--- src/design/trg_pkg.sv ---
// Purpose: shared constants for the tone ringer core
// Assumes: 40 MHz hclk, both RC oscillators arrive as pins synchronous to hclk
// Notes:
package trg_pkg;
  localparam int          CLK_HZ        = 40_000_000;
  localparam int          RATE_OSC_HZ   = 5120;
  localparam int          SHIFT_HZ      = 16;
  localparam int          DPR_HZ        = 8;
  localparam int          SHIFT_DIV     = RATE_OSC_HZ / SHIFT_HZ;
  localparam int          DPR_DIV       = RATE_OSC_HZ / DPR_HZ;
  localparam int          NOISE_US      = 2000;
  localparam int          NOISE_CYC     = (NOISE_US * (CLK_HZ / 1_000_000) + 0);
  localparam int          SILENCE_MS    = 5000;
  localparam int          SILENCE_TICKS = SILENCE_MS * RATE_OSC_HZ / 1000;
  localparam int          DPR_MIN_EDGES = 2;
  localparam logic [2:0]  TONE_DIV_HI   = 3'h4;
  localparam logic [2:0]  TONE_DIV_LO   = 3'h5;
  localparam logic [1:0]  RING_MAX      = 2'h3;
  localparam logic [1:0]  RING_SECOND   = 2'h2;
  // register map
  localparam logic [7:0]  CTRL_OFS      = 8'h00;
  localparam logic [7:0]  STAT_OFS      = 8'h04;
  localparam int          CTRL_MANUAL   = 0;
  localparam int          CTRL_SINGLE_N = 1;
  localparam int          CTRL_BYPASS   = 2;
  localparam int          CTRL_THR_OVR  = 3;
  localparam logic [3:0]  CTRL_RESET    = 4'h2;
  localparam int          STAT_RINGING  = 0;
  localparam int          STAT_RING_LSB = 1;
  localparam int          STAT_DETECT   = 3;
  localparam int          STAT_SUPPLY   = 4;
  localparam int          STAT_TONE_LO  = 5;
endpackage : trg_pkg

--- src/design/trg_ring_detect.sv ---
// Purpose: noise filter and dial-pulse reject filter on the ring input
// Assumes: dpr_tick is a one-cycle pulse at 8 Hz, ring_in synchronous to hclk
// Notes: a ring must show enough edges in one whole 8 Hz period before it counts
`timescale 1ns/1ps
`default_nettype none
module trg_ring_detect
  import trg_pkg::*;
#(
  parameter int NOISE_CYCLES = NOISE_CYC,
  parameter int MIN_EDGES    = DPR_MIN_EDGES
) (
  input  wire logic hclk,       // system clock
  input  wire logic hresetn,    // async reset, active low
  input  wire logic ring_in,    // squared ring enable level
  input  wire logic dpr_tick,   // 8 Hz filter clock pulse
  output logic      ring_det    // filtered ring detection
);
  localparam int NW = $clog2(NOISE_CYCLES + 1);
  localparam int EW = $clog2(MIN_EDGES + 1);

  if (NOISE_CYCLES < 1 || MIN_EDGES < 1) begin : g_bad_param
    $error("trg_ring_detect: parameters must be at least one");
  end

  logic [NW-1:0] noise_cnt_ff;
  logic          filt_ff;
  logic          filt_prev_ff;
  logic [EW-1:0] edge_cnt_ff;
  logic          det_ff;

  wire           differs   = ring_in != filt_ff;
  wire           settle    = differs && (noise_cnt_ff == NW'(NOISE_CYCLES - 1));
  wire           filt_rise = filt_ff && !filt_prev_ff;
  wire           edges_ok  = edge_cnt_ff >= EW'(MIN_EDGES);

  // a change is taken only after it has held for the whole filter time
  always_ff @(posedge hclk or negedge hresetn) begin
    if (!hresetn) begin
      noise_cnt_ff <= '0;
      filt_ff      <= 1'b0;
    end else begin
      noise_cnt_ff <= (differs && !settle) ? noise_cnt_ff + NW'(1) : '0;
      if (settle) filt_ff <= ring_in;
    end
  end

  // edges are counted per 8 Hz window; fewer than two means below 16 Hz
  always_ff @(posedge hclk or negedge hresetn) begin
    if (!hresetn) begin
      filt_prev_ff <= 1'b0;
      edge_cnt_ff  <= '0;
      det_ff       <= 1'b0;
    end else begin
      filt_prev_ff <= filt_ff;
      if (dpr_tick) begin
        det_ff      <= edges_ok;
        edge_cnt_ff <= '0;
      end else if (filt_rise && !edges_ok) begin
        edge_cnt_ff <= edge_cnt_ff + EW'(1);
      end
    end
  end

  assign ring_det = det_ff;
endmodule : trg_ring_detect
`default_nettype wire

--- src/design/trg_tone_ringer.sv ---
// Purpose: tone ringer core: ring detect, warble tone, amplitude sequencing, AHB-Lite registers
// Assumes: rate and tone oscillator pins and ring pin are synchronous to hclk
// Notes: three-state outputs are given as data plus enable; the bench checks data and enable as separate signals
//
// Chosen here: the AHB-Lite interface to the registers and the address map.
`timescale 1ns/1ps
`default_nettype none
module trg_tone_ringer
  import trg_pkg::*;
#(
  parameter int NOISE_CYCLES   = NOISE_CYC,
  parameter int SILENCE_RATE   = SILENCE_TICKS,
  parameter int SHIFT_RATE_DIV = SHIFT_DIV,
  parameter int DPR_RATE_DIV   = DPR_DIV
) (
  input  wire logic        hclk,         // AHB clock
  input  wire logic        hresetn,      // async reset, active low
  input  wire logic        hsel,         // slave select
  input  wire logic [31:0] haddr,        // byte address
  input  wire logic [1:0]  htrans,       // transfer type
  input  wire logic        hwrite,       // write strobe
  input  wire logic [2:0]  hsize,        // transfer size
  input  wire logic [31:0] hwdata,       // write data
  input  wire logic        hready,       // bus ready in
  output logic [31:0]      hrdata,       // read data
  output logic             hreadyout,    // slave ready
  output logic             hresp,        // always OKAY
  input  wire logic        ring_en,      // ring enable pin level
  input  wire logic        supply_ok,    // supply above threshold
  input  wire logic        rate_osc,     // rate oscillator pin
  input  wire logic        tone_osc,     // tone oscillator pin
  output logic             out_h,        // high-side buffer data
  output logic             out_h_oe,     // high-side buffer enable
  output logic             out_c,        // complement buffer data
  output logic             out_c_oe,     // complement buffer enable
  output logic             out_l,        // low-level buffer data
  output logic             out_l_oe,     // low-level buffer enable
  output logic             out_m,        // mid-level buffer data
  output logic             out_m_oe      // mid-level buffer enable
);
  localparam int SHW = $clog2(SHIFT_RATE_DIV);
  localparam int DPW = $clog2(DPR_RATE_DIV);
  localparam int SLW = $clog2(SILENCE_RATE + 1);

  if (SHIFT_RATE_DIV < 2 || DPR_RATE_DIV < 2 || SILENCE_RATE < 1) begin : g_bad_param
    $error("trg_tone_ringer: divider parameters out of range");
  end

  // register slave on AHB-Lite, zero wait states
  logic [3:0]  ctrl_ff;
  logic        wr_pend_ff;
  logic [7:0]  wr_addr_ff;
  logic [31:0] hrdata_ff;

  wire        accept     = hsel && hready && htrans[1];
  wire [7:0]  ofs        = haddr[7:0];
  wire        hit_ctrl   = haddr[31:8] == 24'h000000 && ofs == CTRL_OFS;
  wire        hit_stat   = haddr[31:8] == 24'h000000 && ofs == STAT_OFS;
  wire        wr_ctrl    = wr_pend_ff && wr_addr_ff == CTRL_OFS;
  wire        manual     = ctrl_ff[CTRL_MANUAL];
  wire        single_n   = ctrl_ff[CTRL_SINGLE_N];
  wire        bypass     = ctrl_ff[CTRL_BYPASS];
  wire        thr_ovr    = ctrl_ff[CTRL_THR_OVR];
  logic [31:0] stat_word;
  wire [31:0] rd_word    = hit_ctrl ? {28'h0000000, ctrl_ff} : (hit_stat ? stat_word : 32'h00000000);

  always_ff @(posedge hclk or negedge hresetn) begin
    if (!hresetn) begin
      wr_pend_ff <= 1'b0;
      wr_addr_ff <= 8'h00;
      hrdata_ff  <= 32'h00000000;
    end else if (hready) begin
      wr_pend_ff <= accept && hwrite && (hit_ctrl || hit_stat);
      wr_addr_ff <= ofs;
      if (accept && !hwrite) hrdata_ff <= rd_word;
    end
  end

  always_ff @(posedge hclk or negedge hresetn) begin
    if (!hresetn) ctrl_ff <= CTRL_RESET;
    else if (wr_ctrl) ctrl_ff <= hwdata[3:0];
  end

  assign hrdata    = hrdata_ff;
  assign hreadyout = 1'b1;
  assign hresp     = 1'b0;

  // time bases from the two oscillator pins
  logic           rate_prev_ff;
  logic           tone_prev_ff;
  logic [SHW-1:0] shift_cnt_ff;
  logic [DPW-1:0] dpr_cnt_ff;

  wire run       = supply_ok || thr_ovr;
  wire rate_tick = run && rate_osc && !rate_prev_ff;
  wire tone_tick = run && tone_osc && !tone_prev_ff;
  wire shift_end = shift_cnt_ff == SHW'(SHIFT_RATE_DIV - 1);
  wire dpr_end   = dpr_cnt_ff == DPW'(DPR_RATE_DIV - 1);
  wire shift_tick = rate_tick && shift_end;
  wire dpr_tick   = rate_tick && dpr_end;

  // oscillator pins are only edge-detected; they are not clocks here
  always_ff @(posedge hclk or negedge hresetn) begin
    if (!hresetn) begin
      rate_prev_ff <= 1'b0;
      tone_prev_ff <= 1'b0;
      shift_cnt_ff <= '0;
      dpr_cnt_ff   <= '0;
    end else begin
      rate_prev_ff <= rate_osc;
      tone_prev_ff <= tone_osc;
      if (rate_tick) begin
        shift_cnt_ff <= shift_end ? '0 : shift_cnt_ff + SHW'(1);
        dpr_cnt_ff   <= dpr_end ? '0 : dpr_cnt_ff + DPW'(1);
      end
    end
  end

  // warble tone
  logic [2:0] divisor_ff;
  logic [2:0] tone_cnt_ff;
  logic       tone_ff;

  wire [2:0] nxt_divisor = !single_n ? TONE_DIV_HI :
                           (shift_tick ? ((divisor_ff == TONE_DIV_HI) ? TONE_DIV_LO : TONE_DIV_HI) : divisor_ff);
  wire       tone_wrap   = tone_cnt_ff >= divisor_ff - 3'h1;

  // the half period ends on a compare, so a shrinking divisor cannot strand the count
  always_ff @(posedge hclk or negedge hresetn) begin
    if (!hresetn) begin
      divisor_ff  <= TONE_DIV_HI;
      tone_cnt_ff <= 3'h0;
      tone_ff     <= 1'b0;
    end else begin
      divisor_ff <= nxt_divisor;
      if (tone_tick) begin
        tone_cnt_ff <= tone_wrap ? 3'h0 : tone_cnt_ff + 3'h1;
        if (tone_wrap) tone_ff <= !tone_ff;
      end
    end
  end

  // ring detection and amplitude sequencing
  logic           det;
  logic           ring_q_ff;
  logic [1:0]     ring_num_ff;
  logic [SLW-1:0] silence_ff;

  trg_ring_detect #(
    .NOISE_CYCLES (NOISE_CYCLES),
    .MIN_EDGES    (DPR_MIN_EDGES)
  ) trg_ring_detect_inst (
    .hclk     (hclk),
    .hresetn  (hresetn),
    .ring_in  (ring_en),
    .dpr_tick (dpr_tick),
    .ring_det (det)
  );

  wire ring_active = bypass ? ring_en : det;
  wire ringing     = ring_active && run;
  wire ring_start  = ringing && !ring_q_ff;
  wire silent_long = silence_ff == SLW'(SILENCE_RATE);

  // silence is timed on rate edges, so it stops when the supply drops below threshold and CTRL_THR_OVR is clear
  always_ff @(posedge hclk or negedge hresetn) begin
    if (!hresetn) begin
      ring_q_ff   <= 1'b0;
      ring_num_ff <= 2'h0;
      silence_ff  <= '0;
    end else begin
      ring_q_ff <= ringing;
      if (ringing) silence_ff <= '0;
      else if (rate_tick && !silent_long) silence_ff <= silence_ff + SLW'(1);
      if (manual) ring_num_ff <= 2'h0;
      else if (ring_start && ring_num_ff != RING_MAX) ring_num_ff <= ring_num_ff + 2'h1;
      else if (silent_long && !ringing) ring_num_ff <= 2'h0;
    end
  end

  // output stage
  logic out_h_ff, out_c_ff, out_l_ff, out_m_ff;
  logic oe_h_ff, oe_c_ff, oe_l_ff, oe_m_ff;

  wire       tone_on   = ringing && tone_ff;
  wire [1:0] num_now   = ring_start && !manual && ring_num_ff != RING_MAX ? ring_num_ff + 2'h1 : ring_num_ff;
  wire       nxt_oe_h  = manual || num_now == RING_MAX;
  wire       nxt_oe_m  = !manual && ringing && num_now == RING_SECOND;

  always_ff @(posedge hclk or negedge hresetn) begin
    if (!hresetn) begin
      out_h_ff <= 1'b0;
      out_c_ff <= 1'b0;
      out_l_ff <= 1'b0;
      out_m_ff <= 1'b0;
      oe_h_ff  <= 1'b0;
      oe_c_ff  <= 1'b0;
      oe_l_ff  <= 1'b0;
      oe_m_ff  <= 1'b0;
    end else begin
      out_h_ff <= tone_on;
      out_c_ff <= ringing && !tone_ff;
      out_l_ff <= tone_on;
      out_m_ff <= tone_on;
      oe_h_ff  <= nxt_oe_h;
      oe_c_ff  <= 1'b1;
      oe_l_ff  <= 1'b1;
      oe_m_ff  <= nxt_oe_m;
    end
  end

  assign out_h    = out_h_ff;
  assign out_c    = out_c_ff;
  assign out_l    = out_l_ff;
  assign out_m    = out_m_ff;
  assign out_h_oe = oe_h_ff;
  assign out_c_oe = oe_c_ff;
  assign out_l_oe = oe_l_ff;
  assign out_m_oe = oe_m_ff;

  always_comb begin
    stat_word = 32'h00000000;
    stat_word[STAT_RINGING] = ring_q_ff;
    stat_word[STAT_RING_LSB +: 2] = ring_num_ff;
    stat_word[STAT_DETECT] = det;
    stat_word[STAT_SUPPLY] = supply_ok;
    stat_word[STAT_TONE_LO] = divisor_ff == TONE_DIV_LO;
  end
endmodule : trg_tone_ringer
`default_nettype wire

--- config.mk ---
export PLATFORM = sky130hd
export DESIGN_NAME = trg_tone_ringer
export DESIGN_NICKNAME = d
export VERILOG_FILES = /design/src/design/trg_pkg.sv /design/src/design/trg_ring_detect.sv /design/src/design/trg_tone_ringer.sv
export SDC_FILE = /design/constraint.sdc
export NUM_CORES = 1
export LEC_CHECK = 0
export ABC_AREA = 1
export BUFFER_PORTS_ARGS = -buffer_cell sky130_fd_sc_hd__buf_2
export CORE_ASPECT_RATIO = 2
export CORE_MARGIN = 1
export CORE_UTILIZATION = 49
export CTS_CLUSTER_DIAMETER = 150
export CTS_CLUSTER_SIZE = 14
export DETAILED_ROUTE_END_ITERATION = 8
export GPL_ROUTABILITY_DRIVEN = 1
export PLACE_DENSITY = 0.77
export SETUP_SLACK_MARGIN = 0.3
export SYNTH_ARGS = -nofsm -noshare
export SYNTH_HDL_FRONTEND = slang
export SYNTH_HIERARCHICAL = 1
export SYNTH_SLANG_ARGS = --single-unit
--- constraint.sdc ---
create_clock -name hclk -period 1.4 [get_ports hclk]
set_input_delay 0.28 -clock hclk [delete_from_list [all_inputs] [get_ports hclk]]
set_output_delay 0.28 -clock hclk [all_outputs]
set_load 0.02 [all_outputs]
==> results of run 1 <==
## where the power goes
| part | total (W) | switching [W] | internal [W] |
|---|---|---|---|
| combinational | 0.00210 | 0.00116 | 0.000941 |
| clock | 0.00221 | 0.000988 | 0.00123 |
| sequential | 0.00332 | 0.000380 | 0.00294 |
## layer usage
metal	track usage	part of all wire	up-vias	routed length, um
met3	0.03611	0.045	101	704
met5	0	0	-	0
li1	-	-	2327	-
met4	0.1808	0.062	0	976
met1	0.2505	0.33	2460	5189
met2	0.4821	0.56	235	8797
## layout make-up
cell class / instances / area (um^2)
fill: 673 / 2804
timing repair buffer: 151 / 1232
inverter: 79 / 309.0
tap: 135 / 168.9
clock buffer: 11 / 242.7
sequential: 90 / 2261
multi-input combinational: 469 / 2984
clock inverter: 3 / 17.52
## state kept, by name, summed over array words and instances (netlist names), 2 cells and up
signal / count
trg_ring_detect_inst/edge_cnt_ff: 2
shift_cnt_ff: 9
ctrl_ff: 4
wr_addr_ff: 8
tone_cnt_ff: 3
dpr_cnt_ff: 10
ring_num_ff: 2
hrdata: 6
trg_ring_detect_inst/noise_cnt_ff: 17
silence_ff: 15
## per-stage QoR
stage	setup slack [ns]	TNS, ns	std cells	area, um^2
after floorplan	-0.04732	-0.3429	675	5316
after global placement	-0.06522	-0.5085	879	5883
after detailed placement	-0.1180	-1.334	879	5883
after CTS	-0.07035	-0.7667	922	6726
after global routing	-0.1788	-3.558	938	7216
final	-0.1059	-1.500	938	7216
## cells in the final DEF, fill, tap and decap left out, types with 23 or more instances in the layout
cell,count
sky130_fd_sc_hd__buf_6,23
sky130_fd_sc_hd__buf_2,44
sky130_fd_sc_hd__inv_1,63
sky130_fd_sc_hd__nor2_1,51
sky130_fd_sc_hd__nand2_1,112
sky130_fd_sc_hd__buf_4,74
sky130_fd_sc_hd__o21ai_1,24
sky130_fd_sc_hd__conb_1,29
sky130_fd_sc_hd__nand3_1,45
sky130_fd_sc_hd__dfrtp_1,83
sky130_fd_sc_hd__nand2_2,24
## cell usage after synthesis (all sizes together)
cell    count  area, um^2
nand2     147       566.8
dfrtp      89        2227
nor2       88       337.8
inv        79       296.5
nand3      61       315.3
o21ai      41       209.0
buf        37       274.0
xor2       20       175.2
nand4      19       118.9
nor3       17       90.09
a21oi      11       66.32
ha         11       137.6
xnor2       5       43.79
and2        3       18.77
nand3b      3       22.52
clkbuf      2       7.510
conb        2       7.510
mux2        2       22.52
nor4        2       12.51
o21a        2       15.01
a31oi       1       6.260
and3        1       6.260
dfstp       1       26.28
o211ai      1       7.510
o21bai      1       7.510
o22ai       1       6.260
or2         1       6.260
## kinds of logic (layout without fill, tap and decap cells)
logic type                 after synthesis  in the layout  synth area share
AOI/OAI and AO/OA                       58             58           0.06317
xor gates and xnor gates                25             25           0.04352
adders and majority gates               11             11           0.02736
buffers and inverters                  118            244            0.1149
DFF                                     90             90            0.4479
muxes                                    2              2          0.004476
other                                    2             29          0.001493
and+or+nand+nor                        342            344            0.2972
## worst max-delay path by stage
stage                     slack, ns  depth (start not counted)        endpoint     startpoint
after floorplan               -0.05                          9  silence_ff[13]  silence_ff[0]
after global placement        -0.07                          8  silence_ff[14]  silence_ff[1]
after detailed placement      -0.12                          9  silence_ff[11]  silence_ff[0]
after CTS                     -0.07                         10  silence_ff[11]  silence_ff[0]
after global routing          -0.18                          9  silence_ff[10]  silence_ff[0]
final                         -0.11                         10  silence_ff[14]  silence_ff[0]
## worst register-to-register path, stage by stage, from the launching register on
cell                        delay (ns)
sky130_fd_sc_hd__dfrtp_1          0.42
sky130_fd_sc_hd__inv_2            0.10
sky130_fd_sc_hd__ha_4             0.14
sky130_fd_sc_hd__nand3_4          0.07
sky130_fd_sc_hd__nor2_4           0.12
sky130_fd_sc_hd__nand2_4          0.06
sky130_fd_sc_hd__a21oi_4          0.15
sky130_fd_sc_hd__buf_6            0.14
sky130_fd_sc_hd__clkbuf_16        0.13
sky130_fd_sc_hd__nand2_1          0.05
sky130_fd_sc_hd__o21ai_1          0.06
## timing repair
action                                  4_1_cts  5_1_grt
pin swaps                                    25       21
resized for setup                            97       90
setup buffers                                25       14
cloned                                        3        2
endpoints found under the hold margin        20        0
endpoints found under the setup margin       84       84
hold buffers                                  1        0
==> summary.md, run 1 <==
* kind of cell with the highest combined delay on the critical path: flip-flops
* Yosys warning count: 6
* synth-to-layout area growth: 43.42%
* WS Path Type: reg2reg
* source of the worst hold timing path: tone_osc
* Clock Tree Root: sky130_fd_sc_hd__clkbuf_16
* worst hold endpoint: tone_prev_ff
* Setup violations, final: 23
* Max Freq: 664.1 MHz
* crit-path cells: inv_2 > ha_4 > nand3_4 > nor2_4 > nand2_4 > a21oi_4 > buf_6 > clkbuf_16 > nand2_1 > o21ai_1
* gate count after technology mapping: 648
* worst reg-to-reg path cell count: 10
* Die Footprint: 0.01070 mm^2
* minimum setup slack among reg-to-reg paths: -0.11 ns
* number of buffers and inverters on the critical path: 3
* required arrival time at the worst endpoint: 1.67 ns
* buffers added on ports: 59
* run status: finished with violations
* R2R Path End: silence_ff[14]
* power density over the cells: 1058 mW/mm^2
* starting density of the core: 0.5021
* clock latency at the later pin of the worst-skew pair: 0.34 ns
* number of antenna violations at the first check in global routing: 0
* final-stage net count: 889
* Static Leakage: 3.367 nW
* number of buffers inserted during clock tree synthesis: 9
* maximum clock skew at final layout: 0.006820 ns
* average wire per standard cell: 16.70 um
* final critical delay including setup and external delays: 1.506 ns
* startpoint kind of the worst setup timing path: flip-flop
* startpoint of the worst-slack reg-to-reg timing path: silence_ff[0]
* remaining global-route overflow: 0
* Max-Cap Viols: 0
* post-detailed-route count of antenna-violating nets: 0
* RSZ-0062 raised after global routing: true
* Overall Global Routing Usage: 0.2610
* endpoint kind of the worst setup timing path: flip-flop
* die height: 145.3 um
* number of antenna cells inserted: 0
* delay of the slowest cell on the worst path: 0.42 ns
* average footprint of a synthesized cell: 7.764 um^2
* maximum count of clock buffers along a single path: 2
* site row count: 52
* ratio of cells with drive above 1 in the final layout: 0.3923
* clock sink total: 90
* post-detailed-route DRC marker count: 0
* placer's final routability congestion estimate: 0.8555
* via density per instance: 5.462
* cell at the slowest stage of the critical path: sky130_fd_sc_hd__dfrtp_1
* total length of routed wires: 15670 um
* DIE WIDTH: 73.65 um
* worst hold margin: 0.05661 ns
* worst-case vdd ir drop: 0.0006738 V
* Yosys cell types: 39
* final standard cell utilization of the core: 0.7202
* CTS tree: done
* count of endpoints failing hold in the final timing report: 0
* number of global-route vias before repair: 5040
* H-tree level count: 3
* half-perimeter wire length after placement: 8657 um
* starting DRC count in detailed routing: 403
* detailed-routing iteration count for the pre-antenna-repair pass: 5
* violations in the final reports: setup timing
* number of top-level design ports: 120
* Arrival @ worst endpoint: 1.77 ns
* classification of the worst-slack hold path: in2reg
* synthesized flop and latch total: 90
* Clk pin slew, worst setup/hold paths: 0.06 ns
* Hold Path Stages: 1
* Overall Power: 0.007635 W
* Critical Path Fanout Max: 4
* Cell Area, Synth: 0.005031 mm^2
* Worst Setup Slack, final: -0.1059 ns
* CORE AREA: 0.01002 mm^2
* sequential cell area fraction in the yosys report: 0.4479
* largest net degree at the start of global routing: 29
* max-slew violation total from the final report: 0
* Vias: 5123
* wire length of the first global-routing pass: 21660 um
* fin crit share: 1.076
(Power assumes the default switching activity.)
==> run 2: changes to the inputs <==
Settings changed: CORE_UTILIZATION 49 to 55, PLACE_DENSITY 0.77 to 0.82.
Clock period 1.4 ns to 1.9 ns, I/O delays scaled along.
==> summary.md, run 2 (same netlist as run 1, synthesis figures left out) <==
* CTS tree: done
* number of buffers inserted during clock tree synthesis: 9, unchanged
* die height: 137.3 um, -5.5%
* worst reg-to-reg path cell count: 8, -2
* starting density of the core: 0.5621, +0.05994
* sum of negative setup slack: 0 ns, +1.500 ns
* Clk pin slew, worst setup/hold paths: 0.06 ns, about the same
* CORE AREA: 0.008951 mm^2, -11%
* via density per instance: 5.285, -3.2%
* leading cell type in the layout, fill and taps excluded: sky130_fd_sc_hd__nand2_1
* average wire per standard cell: 13.13 um, -21%
* Overall Global Routing Usage: 0.2430, -0.01801
* final non-filler cell area: 0.005731 mm^2, -21%
* required arrival time at the worst endpoint: 2.11 ns, +0.44 ns
* minimum setup slack among reg-to-reg paths: 0.36 ns, +0.47 ns
* classification of the worst-slack hold path: in2async
* final-stage net count: 810, -8.9%
* maximum clock skew at final layout: 0.01105 ns, +0.004233 ns
* site row count: 49, -5.8%
* Static Leakage: 2.800 nW, -17%
* max-slew violation total from the final report: 0, unchanged
* RSZ-0062 raised after global routing: true
* placer's final routability congestion estimate: 0.9414, +10%
* Arrival @ worst endpoint: 1.75 ns, -0.02 ns
* post-detailed-route DRC marker count: 0, unchanged
* clock sink total: 90, unchanged
* WS Path Type: reg2reg
* startpoint of the worst-slack reg-to-reg timing path: silence_ff[0]
* startpoint kind of the worst setup timing path: flip-flop
* Critical Path Fanout Max: 18, +14
* post-place instance area: 0.005374 mm^2, -8.7%
* synth-to-layout area growth: 13.90%
* commonest non-fill, non-tap cells in the layout: sky130_fd_sc_hd__nand2_1, sky130_fd_sc_hd__dfrtp_1, sky130_fd_sc_hd__nor2_1
* detailed-routing iteration count for the pre-antenna-repair pass: 4, -1
* number of top-level design ports: 120, unchanged
* Max Freq: 650.4 MHz, -2.1%
* final critical delay including setup and external delays: 1.538 ns, +0.03170 ns
* endpoint kind of the worst setup timing path: flip-flop
* Max-Cap Viols: 0, unchanged
* starting DRC count in detailed routing: 291, -28%
* buffers added on ports: 59, unchanged
* Die Footprint: 0.009557 mm^2, -11%
* ratio of cells with drive above 1 in the final layout: 0.1639, -0.2284
* number of global-route vias before repair: 4560, -9.5%
* Regs by FF count: trg_ring_detect_inst/noise_cnt_ff (17), silence_ff (15), dpr_cnt_ff (10)
* DIE WIDTH: 69.63 um, -5.5%
* R2R Path End: silence_ff[10]
* Overall Power: 0.004956 W, -35%
* Biggest register: trg_ring_detect_inst/noise_cnt_ff
* H-tree level count: 3, unchanged
* half-perimeter wire length after placement: 7960 um, -8.1%
* post-detailed-route count of antenna-violating nets: 0, unchanged
* Vias: 4376, -15%
* fin crit share: 0.8093, -0.2664
* count of endpoints failing hold in the final timing report: 0, unchanged
* wire length of the first global-routing pass: 18660 um, -14%
* Clock Tree Root: sky130_fd_sc_hd__clkbuf_16
* clock latency at the later pin of the worst-skew pair: 0.34 ns, about the same
* run status: finished, final reports clean
* number of flip-flops in the largest register: 17, unchanged
* count of fill cells added during filler insertion: 749, +11%
* number of antenna violations at the first check in global routing: 0, unchanged
* maximum count of clock buffers along a single path: 2, unchanged
* largest net degree at the start of global routing: 91, +210%
* remaining global-route overflow: 0, unchanged
* number of antenna cells inserted: 0, unchanged
* Setup violations, final: 0, -100%
* worst hold margin: 0.06560 ns, +0.008985 ns
* total length of routed wires: 10870 um, -31%
* power density over the cells: 864.9 mW/mm^2, -18%
* worst-case vdd ir drop: 0.0005544 V, -18%
## run 2: layer usage
| metal | GRT usage | share of wire | vias to the layer above |
|---|---|---|---|
| li1 | - | - | 2169 |
| met1 | 0.2344 | 0.38 | 2063 |
| met5 | 0 | 0 | - |
| met3 | 0.04316 | 0.032 | 33 |
| met4 | 0.1289 | 0.031 | 0 |
| met2 | 0.4790 | 0.56 | 111 |
## run 2: area by class of cell
type,count,area (um^2),area share
clock buffers,13,240.2,0.04192
clock inverters,3,20.02,0.003493
multi-input cells,467,2341,0.4085
flip-flops and latches,90,2253,0.3932
well taps,102,127.6,0.02227
repair buffers,74,447.9,0.07817
inverters,79,300.3,0.05240
## run 2: power breakdown
group          internal, W  switching, W  total (W)
Sequential         0.00216      0.000218    0.00238
Combinational     0.000389      0.000594   0.000984
Clock             0.000886      0.000704    0.00159
Total              0.00344       0.00152    0.00496
## run 2: repair_timing
item,4_1_cts,5_1_grt
hold buffers,0,0
setup endpoints to repair,10,23
setup buffers,3,4
pin swaps,1,3
resized for setup,0,14
## run 2: worst max-delay path: stages, from the launching register on
cell and delay, ns:
sky130_fd_sc_hd__dfrtp_1 0.43, sky130_fd_sc_hd__inv_2 0.09, sky130_fd_sc_hd__ha_1 0.15, sky130_fd_sc_hd__nand3_1 0.11, sky130_fd_sc_hd__nor2_2 0.13, sky130_fd_sc_hd__nand2_2 0.09
sky130_fd_sc_hd__a21oi_4 0.15, sky130_fd_sc_hd__buf_12 0.16, sky130_fd_sc_hd__o21ai_0 0.09
## run 2: through the flow
step / setup WS, ns / cells / utilization
after detailed placement: 0.2879 / 805 / 0.6004
after CTS: 0.3124 / 824 / 0.6320
final: 0.3624 / 828 / 0.6402
after floorplan: 0.4091 / 675 / -
after global placement: 0.3494 / 805 / 0.6004
after global routing: 0.2143 / 828 / 0.6402
## run 2: worst max path at each step
stage                  startpoint              to  slack (ns)
floorplan           silence_ff[0]   silence_ff[8]        0.41
global placement    silence_ff[0]   silence_ff[5]        0.35
detailed placement  silence_ff[0]   silence_ff[6]        0.29
CTS                 silence_ff[0]   silence_ff[2]        0.31
global route        silence_ff[0]   silence_ff[9]        0.21
finish              silence_ff[0]  silence_ff[10]        0.36
